<file path="src/gpint_pkg.sv">
// constants for the general purpose pin port with pin interrupts
package gpint_pkg;

    // register byte addresses on the host bus
    localparam int unsigned      GPINT_ADDR_W      = 24;
    localparam logic [23:0]      GPINT_OFF_DATA_LO = 24'h010000;
    localparam logic [23:0]      GPINT_OFF_DATA_HI = 24'h010004;
    localparam logic [23:0]      GPINT_OFF_DIR_LO  = 24'h010008;
    localparam logic [23:0]      GPINT_OFF_DIR_HI  = 24'h01000c;
    localparam logic [23:0]      GPINT_OFF_SETUP   = 24'h010010;
    localparam logic [23:0]      GPINT_OFF_FLAGS   = 24'h010014;

    // pin counts
    localparam int unsigned      GPINT_PINS        = 64;
    localparam int unsigned      GPINT_WORD        = 32;
    localparam int unsigned      GPINT_IRQ_FIRST   = 48;
    localparam int unsigned      GPINT_IRQ_PINS    = 7;

    // field positions inside setup and flag words
    localparam int unsigned      GPINT_EN_LSB      = 0;
    localparam int unsigned      GPINT_ACT_LSB     = 8;
    localparam int unsigned      GPINT_TRIG_LSB    = 16;
    localparam int unsigned      GPINT_FLAG_LSB    = 16;

    // values after reset
    localparam logic [31:0]      GPINT_RST_WORD    = 32'h00000000;
    localparam logic [6:0]       GPINT_RST_FIELD   = 7'h00;
    localparam logic [63:0]      GPINT_RST_PINS    = 64'h0;

    // synchroniser depth in cycles
    localparam int unsigned      GPINT_SYNC_CYC    = 2;

endpackage

</file>
<file path="src/gpint_irq_if.sv">
// signals between the register file and the interrupt detector
`timescale 1ns/1ps
`default_nettype none
interface gpint_irq_if;
    logic [6:0] en;
    logic [6:0] act;
    logic [6:0] trig;
    logic [6:0] pin;
    logic [6:0] clr;
    logic [6:0] status;
    logic [6:0] status_nx;

    modport ctl (
        output en,
        output act,
        output trig,
        output pin,
        output clr,
        input  status,
        input  status_nx
    );

    modport det (
        input  en,
        input  act,
        input  trig,
        input  pin,
        input  clr,
        output status,
        output status_nx
    );
endinterface
`default_nettype wire

</file>
<file path="src/gpint_port.sv">
// 64 pin general purpose port with seven interrupt capable pins
// Summary of operation
// - an input pin's sampled level is copied into its data bit.
// - an output pin is driven with its data bit.
// - direction bit 0 means input and 1 output, low word pins 0-31.
// - data bit n of the low word is pin n, of the high word pin 32+n.
// - setup bits 6:0 make pins 48-54 interrupt inputs when set.
// - setup bits 22:16 choose edge (0) or level (1) detection.
// - setup bits 14:8 choose low/falling (0) or high/rising (1).
// - a selected event sets the pin's flag in bits 22:16 until cleared.
// - flags read and clear writes share one address.
// - writing 1 to a clear bit drops its flag unless an event sets it that cycle, 0 leaves it alone.
// - all data, direction, setup and flag registers reset to zero.
`timescale 1ns/1ps
`default_nettype none
module gpint_port
    import gpint_pkg::*;
#(
    parameter int unsigned PINS = GPINT_PINS
) (
    input  wire logic        ref_clk_i,
    input  wire logic        rst_n_i,
    input  wire logic        reg_req_i,
    input  wire logic        reg_wr_i,
    input  wire logic [23:0] reg_addr_i,
    input  wire logic [31:0] reg_wdata_i,
    output var  logic [31:0] reg_rdata_o,
    output var  logic        reg_ack_o,
    input  wire logic [63:0] pin_in_i,
    output var  logic [63:0] pin_out_o,
    output var  logic [63:0] pin_oe_o,
    output var  logic        irq_o
);

    if (PINS != 2 * GPINT_WORD) begin : g_pins_check
        $error("gpint_port serves exactly 64 pins");
    end

    function automatic logic hit(input logic [23:0] a,
                                 input logic [23:0] off);
        hit = (a[23:2] == off[23:2]);
    endfunction

    logic [63:0] sync1_q;
    logic [63:0] sync2_q;
    logic [63:0] data_q;
    logic [63:0] dir_q;
    logic [6:0]  en_q;
    logic [6:0]  act_q;
    logic [6:0]  trig_q;
    logic [31:0] rdata_q;
    logic        ack_q;
    logic        irq_q;
    logic        wr_req;
    logic        rd_req;
    logic [31:0] rdata_d;

    gpint_irq_if irq_bus ();

    assign wr_req = reg_req_i & reg_wr_i;
    assign rd_req = reg_req_i & ~reg_wr_i;

    // two stage synchroniser, first stage read only by the second
    always_ff @(posedge ref_clk_i) begin
        if (!rst_n_i) begin
            sync1_q <= GPINT_RST_PINS;
            sync2_q <= GPINT_RST_PINS;
        end else begin
            sync1_q <= pin_in_i;
            sync2_q <= sync1_q;
        end
    end

    // data words: inputs follow the pin, outputs keep written value
    always_ff @(posedge ref_clk_i) begin
        if (!rst_n_i) begin
            data_q <= GPINT_RST_PINS;
        end else begin
            for (int i = 0; i < 64; i++) begin
                if (!dir_q[i]) begin
                    data_q[i] <= sync2_q[i];
                end else if (wr_req && hit(reg_addr_i, GPINT_OFF_DATA_LO)
                             && i < 32) begin
                    data_q[i] <= reg_wdata_i[i % 32];
                end else if (wr_req && hit(reg_addr_i, GPINT_OFF_DATA_HI)
                             && i >= 32) begin
                    data_q[i] <= reg_wdata_i[i % 32];
                end
            end
        end
    end

    // direction words
    always_ff @(posedge ref_clk_i) begin
        if (!rst_n_i) begin
            dir_q <= GPINT_RST_PINS;
        end else if (wr_req && hit(reg_addr_i, GPINT_OFF_DIR_LO)) begin
            dir_q[31:0] <= reg_wdata_i;
        end else if (wr_req && hit(reg_addr_i, GPINT_OFF_DIR_HI)) begin
            dir_q[63:32] <= reg_wdata_i;
        end
    end

    // interrupt setup word
    always_ff @(posedge ref_clk_i) begin
        if (!rst_n_i) begin
            en_q   <= GPINT_RST_FIELD;
            act_q  <= GPINT_RST_FIELD;
            trig_q <= GPINT_RST_FIELD;
        end else if (wr_req && hit(reg_addr_i, GPINT_OFF_SETUP)) begin
            en_q   <= reg_wdata_i[GPINT_EN_LSB +: 7];
            act_q  <= reg_wdata_i[GPINT_ACT_LSB +: 7];
            trig_q <= reg_wdata_i[GPINT_TRIG_LSB +: 7];
        end
    end

    // detector hookup; writes at the flag address only clear
    assign irq_bus.en   = en_q;
    assign irq_bus.act  = act_q;
    assign irq_bus.trig = trig_q;
    assign irq_bus.pin  = sync2_q[GPINT_IRQ_FIRST +: 7];
    assign irq_bus.clr  = (wr_req && hit(reg_addr_i, GPINT_OFF_FLAGS)) ?
                          reg_wdata_i[GPINT_FLAG_LSB +: 7] :
                          GPINT_RST_FIELD;

    gpint_irq_detect u_detect (
        .ref_clk_i (ref_clk_i),
        .rst_n_i   (rst_n_i),
        .irq       (irq_bus.det)
    );

    // read mux, unmapped and reserved bits read zero
    always_comb begin
        rdata_d = GPINT_RST_WORD;
        if (hit(reg_addr_i, GPINT_OFF_DATA_LO)) begin
            rdata_d = data_q[31:0];
        end else if (hit(reg_addr_i, GPINT_OFF_DATA_HI)) begin
            rdata_d = data_q[63:32];
        end else if (hit(reg_addr_i, GPINT_OFF_DIR_LO)) begin
            rdata_d = dir_q[31:0];
        end else if (hit(reg_addr_i, GPINT_OFF_DIR_HI)) begin
            rdata_d = dir_q[63:32];
        end else if (hit(reg_addr_i, GPINT_OFF_SETUP)) begin
            rdata_d[GPINT_EN_LSB +: 7]   = en_q;
            rdata_d[GPINT_ACT_LSB +: 7]  = act_q;
            rdata_d[GPINT_TRIG_LSB +: 7] = trig_q;
        end else if (hit(reg_addr_i, GPINT_OFF_FLAGS)) begin
            rdata_d[GPINT_FLAG_LSB +: 7] = irq_bus.status;
        end
    end

    // answer one cycle after every request
    always_ff @(posedge ref_clk_i) begin
        if (!rst_n_i) begin
            ack_q   <= 1'b0;
            rdata_q <= GPINT_RST_WORD;
        end else begin
            ack_q <= reg_req_i;
            if (rd_req) begin
                rdata_q <= rdata_d;
            end
        end
    end

    // interrupt line follows the next flag value
    always_ff @(posedge ref_clk_i) begin
        if (!rst_n_i) begin
            irq_q <= 1'b0;
        end else begin
            irq_q <= |irq_bus.status_nx;
        end
    end

    assign reg_ack_o   = ack_q;
    assign reg_rdata_o = rdata_q;
    assign pin_out_o   = data_q;
    assign pin_oe_o    = dir_q;
    assign irq_o       = irq_q;

    // checks
    pin_sample_a: assert property (@(posedge ref_clk_i) disable iff (!rst_n_i)
        ##3 (((data_q ^ $past(pin_in_i, 3)) & ~$past(dir_q)
              & ~dir_q) == 64'h0))
        else $error("input data bit does not follow the pin");

    pin_drive_a: assert property (@(posedge ref_clk_i) disable iff (!rst_n_i)
        (wr_req && hit(reg_addr_i, GPINT_OFF_DATA_LO)) |=>
            (((pin_out_o[31:0] ^ $past(reg_wdata_i)) & $past(dir_q[31:0]))
             == 32'h0))
        else $error("output pin not driven with written data");

    dir_write_a: assert property (@(posedge ref_clk_i) disable iff (!rst_n_i)
        (wr_req && hit(reg_addr_i, GPINT_OFF_DIR_HI)) |=>
            (pin_oe_o[63:32] == $past(reg_wdata_i)))
        else $error("high direction write not applied");

    irq_line_a: assert property (@(posedge ref_clk_i) disable iff (!rst_n_i)
        irq_o == (irq_bus.status != 7'h00))
        else $error("interrupt line disagrees with the flags");

    flag_read_a: assert property (@(posedge ref_clk_i) disable iff (!rst_n_i)
        (rd_req && hit(reg_addr_i, GPINT_OFF_FLAGS)) |=>
            (reg_ack_o && reg_rdata_o == {9'h000, $past(irq_bus.status),
                                           16'h0000}))
        else $error("flag read returned wrong word");

    flag_write_a: assert property (@(posedge ref_clk_i) disable iff (!rst_n_i)
        (wr_req && hit(reg_addr_i, GPINT_OFF_FLAGS)) |=>
            ($stable(en_q) && $stable(dir_q)))
        else $error("clear write disturbed other registers");

    setup_read_a: assert property (@(posedge ref_clk_i) disable iff (!rst_n_i)
        (rd_req && hit(reg_addr_i, GPINT_OFF_SETUP)) |=>
            (reg_rdata_o[6:0] == $past(en_q) && reg_rdata_o[31:23] == 9'h000
             && !reg_rdata_o[15] && !reg_rdata_o[7]))
        else $error("setup read back wrong");

    bus_ack_a: assert property (@(posedge ref_clk_i) disable iff (!rst_n_i)
        reg_ack_o == $past(reg_req_i))
        else $error("request not answered in one cycle");

endmodule
`default_nettype wire

</file>
<file path="src/gpint_irq_detect.sv">
// edge or level detection and sticky flags for the interrupt pins
`timescale 1ns/1ps
`default_nettype none
module gpint_irq_detect
    import gpint_pkg::*;
(
    input  wire logic ref_clk_i,
    input  wire logic rst_n_i,
    gpint_irq_if.det  irq
);

    logic [6:0] prev_q;
    logic [6:0] flag_q;
    logic [6:0] set_d;
    logic [6:0] flag_d;
    logic [6:0] rise_hit;
    logic [6:0] level_hit;

    // previous synchronised level for edges
    always_ff @(posedge ref_clk_i) begin
        if (!rst_n_i) begin
            prev_q <= GPINT_RST_FIELD;
        end else begin
            prev_q <= irq.pin;
        end
    end

    // event select per pin
    always_comb begin
        for (int i = 0; i < 7; i++) begin
            if (irq.trig[i]) begin
                set_d[i] = irq.act[i] ? irq.pin[i] : ~irq.pin[i];
            end else if (irq.act[i]) begin
                set_d[i] = irq.pin[i] & ~prev_q[i];
            end else begin
                set_d[i] = ~irq.pin[i] & prev_q[i];
            end
        end
        set_d = set_d & irq.en;
    end

    // set wins over a clear in the same cycle
    assign flag_d = (flag_q & ~irq.clr) | set_d;

    always_ff @(posedge ref_clk_i) begin
        if (!rst_n_i) begin
            flag_q <= GPINT_RST_FIELD;
        end else begin
            flag_q <= flag_d;
        end
    end

    assign irq.status    = flag_q;
    assign irq.status_nx = flag_d;

    // checks
    assign rise_hit  = irq.en & ~irq.trig & irq.act & irq.pin & ~prev_q;
    assign level_hit = irq.en & irq.trig & ~irq.act & ~irq.pin;

    edge_set_a: assert property (@(posedge ref_clk_i) disable iff (!rst_n_i)
        (rise_hit != 7'h00) |=> ((flag_q & $past(rise_hit)) == $past(rise_hit)))
        else $error("rising edge did not set its flag");

    level_set_a: assert property (@(posedge ref_clk_i) disable iff (!rst_n_i)
        (level_hit != 7'h00) |=> ((flag_q & $past(level_hit)) == $past(level_hit)))
        else $error("active low level did not set its flag");

    flag_hold_a: assert property (@(posedge ref_clk_i) disable iff (!rst_n_i)
        ##1 (($past(flag_q) & ~$past(irq.clr) & ~flag_q) == 7'h00))
        else $error("flag dropped without a clear");

    flag_clear_a: assert property (@(posedge ref_clk_i) disable iff (!rst_n_i)
        ((irq.clr & ~set_d) != 7'h00) |=>
            ((flag_q & $past(irq.clr & ~set_d)) == 7'h00))
        else $error("clear did not drop the flag");

    flag_gate_a: assert property (@(posedge ref_clk_i) disable iff (!rst_n_i)
        ##1 ((flag_q & ~$past(flag_q) & ~$past(irq.en)) == 7'h00))
        else $error("flag set on a pin not enabled for interrupts");

endmodule
`default_nettype wire

</file>
<file path="config.mk">
export PLATFORM = sky130hd
export DESIGN_NAME = gpint_port
export DESIGN_NICKNAME = d
export VERILOG_FILES = /design/src/gpint_pkg.sv /design/src/gpint_irq_if.sv /design/src/gpint_port.sv /design/src/gpint_irq_detect.sv
export SDC_FILE = /design/constraint.sdc
export NUM_CORES = 1
export LEC_CHECK = 0
export ABC_AREA = 1
export BUFFER_PORTS_ARGS = -buffer_cell sky130_fd_sc_hd__buf_2
export CORE_MARGIN = 3
export CORE_UTILIZATION = 49
export DETAILED_ROUTE_END_ITERATION = 7
export GPL_ROUTABILITY_DRIVEN = 0
export PLACE_DENSITY = 0.76
export SYNTH_ARGS = -nofsm -noshare
export SYNTH_HDL_FRONTEND = slang
export SYNTH_SLANG_ARGS = --single-unit
</file>
<file path="constraint.sdc">
create_clock -name ref_clk_i -period 1.5 [get_ports ref_clk_i]
set_input_delay 0.075 -clock ref_clk_i [delete_from_list [all_inputs] [get_ports ref_clk_i]]
set_output_delay 0.075 -clock ref_clk_i [all_outputs]
set_load 0.05 [all_outputs]
</file>
==> metrics.csv <==
stage,metric,value,unit
detailed_routing,first_iter_violations,1353,
power_and_ir_drop,power.density,1122,nW/µm²
detailed_routing,wl_met1,15710,µm
cells_and_area,mostFrequentLayoutCells,"385 x nand2_1, 325 x dfxtp_1, 302 x inv_1",
floorplanning,die_w,166.3,µm
critical_path,cp_num_buf_inv,3,
clock_network,clk_pin_slew,0.06,ns
placement,io_buffers,283,
sta,final-max-slew-violation-count,0,
placement,post-place-ws,-0.2061,ns
sta,final.setup.tns,0,ns
global_routing,grt_pass1_wl,63310,µm
sta,timing.fmax,704.5,MHz
sta,skew,0.006502,ns
global_routing,antenna_found_initial,0,
detailed_routing,wl_met2,18950,µm
outcome,status,finished clean,
synth,synth_cell_types,28,
placement,postPlaceCellArea,14810,µm²
cells_and_area,design_area,16960,µm²
floorplanning,die_y,166.3,µm
worst_hold_path,hold_class,input pin to register,
critical_path,cpPeakStageDelay,0.53,ns
critical_path,path_cells,dlygate4sd3_1 > buf_2 > nand2_1 > buf_4 > nor2_2 > nand2_1 > a21oi_1 > nand3_1 > nor2_1 > nor2_1,
critical_path,crit_type,input pin to register,
sta,period_share,94.62,%
synth,ys_seq_area_share,51.70,%
synth,syn_nets,1792,
cells_and_area,fill_cells,2033,
cells_and_area,final_common_cell,nand2_1,
clock_network,cts_inserted_buffers,34,
detailed_routing,top_layer,met4,
global_routing,grt_start_max_net_pins,100,
power_and_ir_drop,peakVddDrop,0.8058,mV
sta,worst_pin_slew,0.5016,ns
clock_network,clockBufferDepth,3,
cells_and_area,fin_util,67.34,%
detailed_routing,vias_per_cell,5.290,
detailed_routing,drc,0,
detailed_routing,wl_met3,3639,µm
cells_and_area,drive_above_1_share,20.24,%
clock_network,clkLatencyLatePin,0.50,ns
flow_run,max_cap_violations,0,
global_routing,grt_usage,27.89,%
detailed_routing,vias,12800,
synth,ys_ff_latch,325,
floorplanning,fp.coreArea,25180,µm²
floorplanning,start_util,49.98,%
global_routing,grt_remaining_overflow,0,
detailed_routing,finalWirelength,40210,µm
critical_path,critical-path-top-delay-family,buffers and inverters,
floorplanning,io-pin-count,286,
synth,synth_warnings,0,
synth,syn_inst,1668,
clock_network,cts_root_buf,clkbuf_16,
clock_network,post_cts_buffers,0,
clock_network,clock-sinks,325,
global_routing,grt_pass1_vias,12220,
detailed_routing,ant_nets,0,
sta,final-hold-violation-count,0,
floorplanning,row_count,58,
sta,rsz0062_at_grt,false,
sta,setup_viol,0,
synth,syn_area,12580,µm²
sta,period_needed,1.419,ns
critical_path,setup.worst_path.end_class,register,
floorplanning,dieArea,27640,µm²
synth,avgSynthCellArea,7.545,µm²
sta,fin_ws,0.08065,ns
cells_and_area,diodes,0,
critical_path,required,1.88,ns
critical_path,start_kind,input pin,
cells_and_area,nets,2192,
sta,max_slew_margin,66.56,%
power_and_ir_drop,power_leakage,8.595,nW
detailed_routing,drtPass1Iterations,6,
cells_and_area,syn_to_final_growth,34.74,%
detailed_routing,wl_per_cell,16.61,µm
placement,dp_hpwl,26870,µm
critical_path,crit_fanout,3,
clock_network,cts_max_level,2,
critical_path,critPathSlowestCell,dlygate4sd3_1,
clock_network,cts_tree,built,
critical_path,cp_data_arrival_time,1.80,ns
cells by family (layout without fill, tap and decap cells):
family                 count (synthesis)  count (layout)  synth area share [%]
AO/OA/AOI/OAI                        396             396                 17.10
buffers and inverters                386             808                 12.08
flip-flops                           325             325                 51.70
AND/OR/NAND/NOR                      561             561                 19.12
cell type report:
cell class	count	area, µm²	area share (%)
multi-input combinational	957	4578	27.00
inverter	305	1149	6.774
sequential	325	6506	38.37
timing repair buffer	445	3164	18.66
clock buffer	49	968.4	5.711
tap	330	412.9	2.435
clock inverter	9	177.7	1.048
registers in the layout, summed over array words and instances (netlist names):
name and cells:
irq_o 1, reg_ack_o 1, u_detect.irq.status 7, pin_out_o 64, sync2_q 64, act_q 7, reg_rdata_o 32, sync1_q 64
en_q 7, irq_bus.trig 7, pin_oe_o 64, u_detect.prev_q 7
Yosys cell counts:
cell type	count	area share (%)
nand4_1	42	2.1
o31ai_1	3	0.18
buf_6	4	0.36
nor2_2	7	0.35
nor2_1	76	2.3
a21oi_1	169	6.7
nand2_4	2	0.18
nor3_1	2	0.080
buf_2	18	0.72
o21ai_0	127	5.1
nand2_1	385	11
nor2_4	2	0.18
nand2_2	2	0.099
nor3_4	1	0.13
o22ai_1	5	0.25
o211ai_1	52	3.1
inv_2	2	0.060
or2_2	3	0.15
nand4_4	1	0.17
a31oi_1	21	1.0
nor2_8	3	0.48
o21ai_1	19	0.76
nand3_2	2	0.16
buf_4	5	0.30
nand3_1	33	1.3
dfxtp_1	325	52
inv_1	303	9.0
clkbuf_1	54	1.6
tightest hold or removal path, cell delays in order:
cell	delay (ns)
buf_2	0.09
nor2_1	0.04
nand2_1	0.06
nor2_2	0.06
nand3_1	0.10
nor2_2	0.06
nand2_1	0.05
nand2_1	0.06
a21oi_1	0.11
what timing repair did:
action,4_1_cts,5_1_grt
gates resized for setup,0,2
hold buffers,99,0
endpoints found under the setup margin,0,5
hold endpoints to repair,190,0
report_power, final:
group / total [mW] / leakage [nW] / switching (mW) / internal [mW]
logic: 1.35 / 5.38 / 0.831 / 0.524
registers: 8.98 / 2.65 / 0.117 / 8.87
clock network: 8.69 / 0.559 / 3.34 / 5.35
total: 19.0 / 8.59 / 4.29 / 14.7
per-layer routing:
layer,GRT usage (%),up-vias
met5,0,-
met4,13.31,0
met3,6.427,155
met2,46.78,681
met1,34.08,5875
li1,-,6090
stage by stage:
stage          cells  hold slack, ns  power (mW)
5_1_grt         2420          0.2759       19.62
2_1_floorplan   1668          0.1685       9.803
3_3_place_gp    2263          0.2537       10.27
3_5_place_dp    2263          0.2582       10.30
4_1_cts         2420          0.2253       19.10
6_report        2420          0.2390       19.03
worst paths after layout:
kind / from / end / slack (ns) / cells past startpoint
worst max-delay path: reg_req_i / irq_o / 0.08 / 10
worst max register to register: sync2_q[49] / irq_o / 0.10 / 7
worst min-delay path: reg_addr_i[17] / u_detect.irq.status[2] / 0.24 / 9
worst min register to register: sync1_q[54] / sync2_q[54] / 0.41 / 2
(Power assumes the default switching activity.)
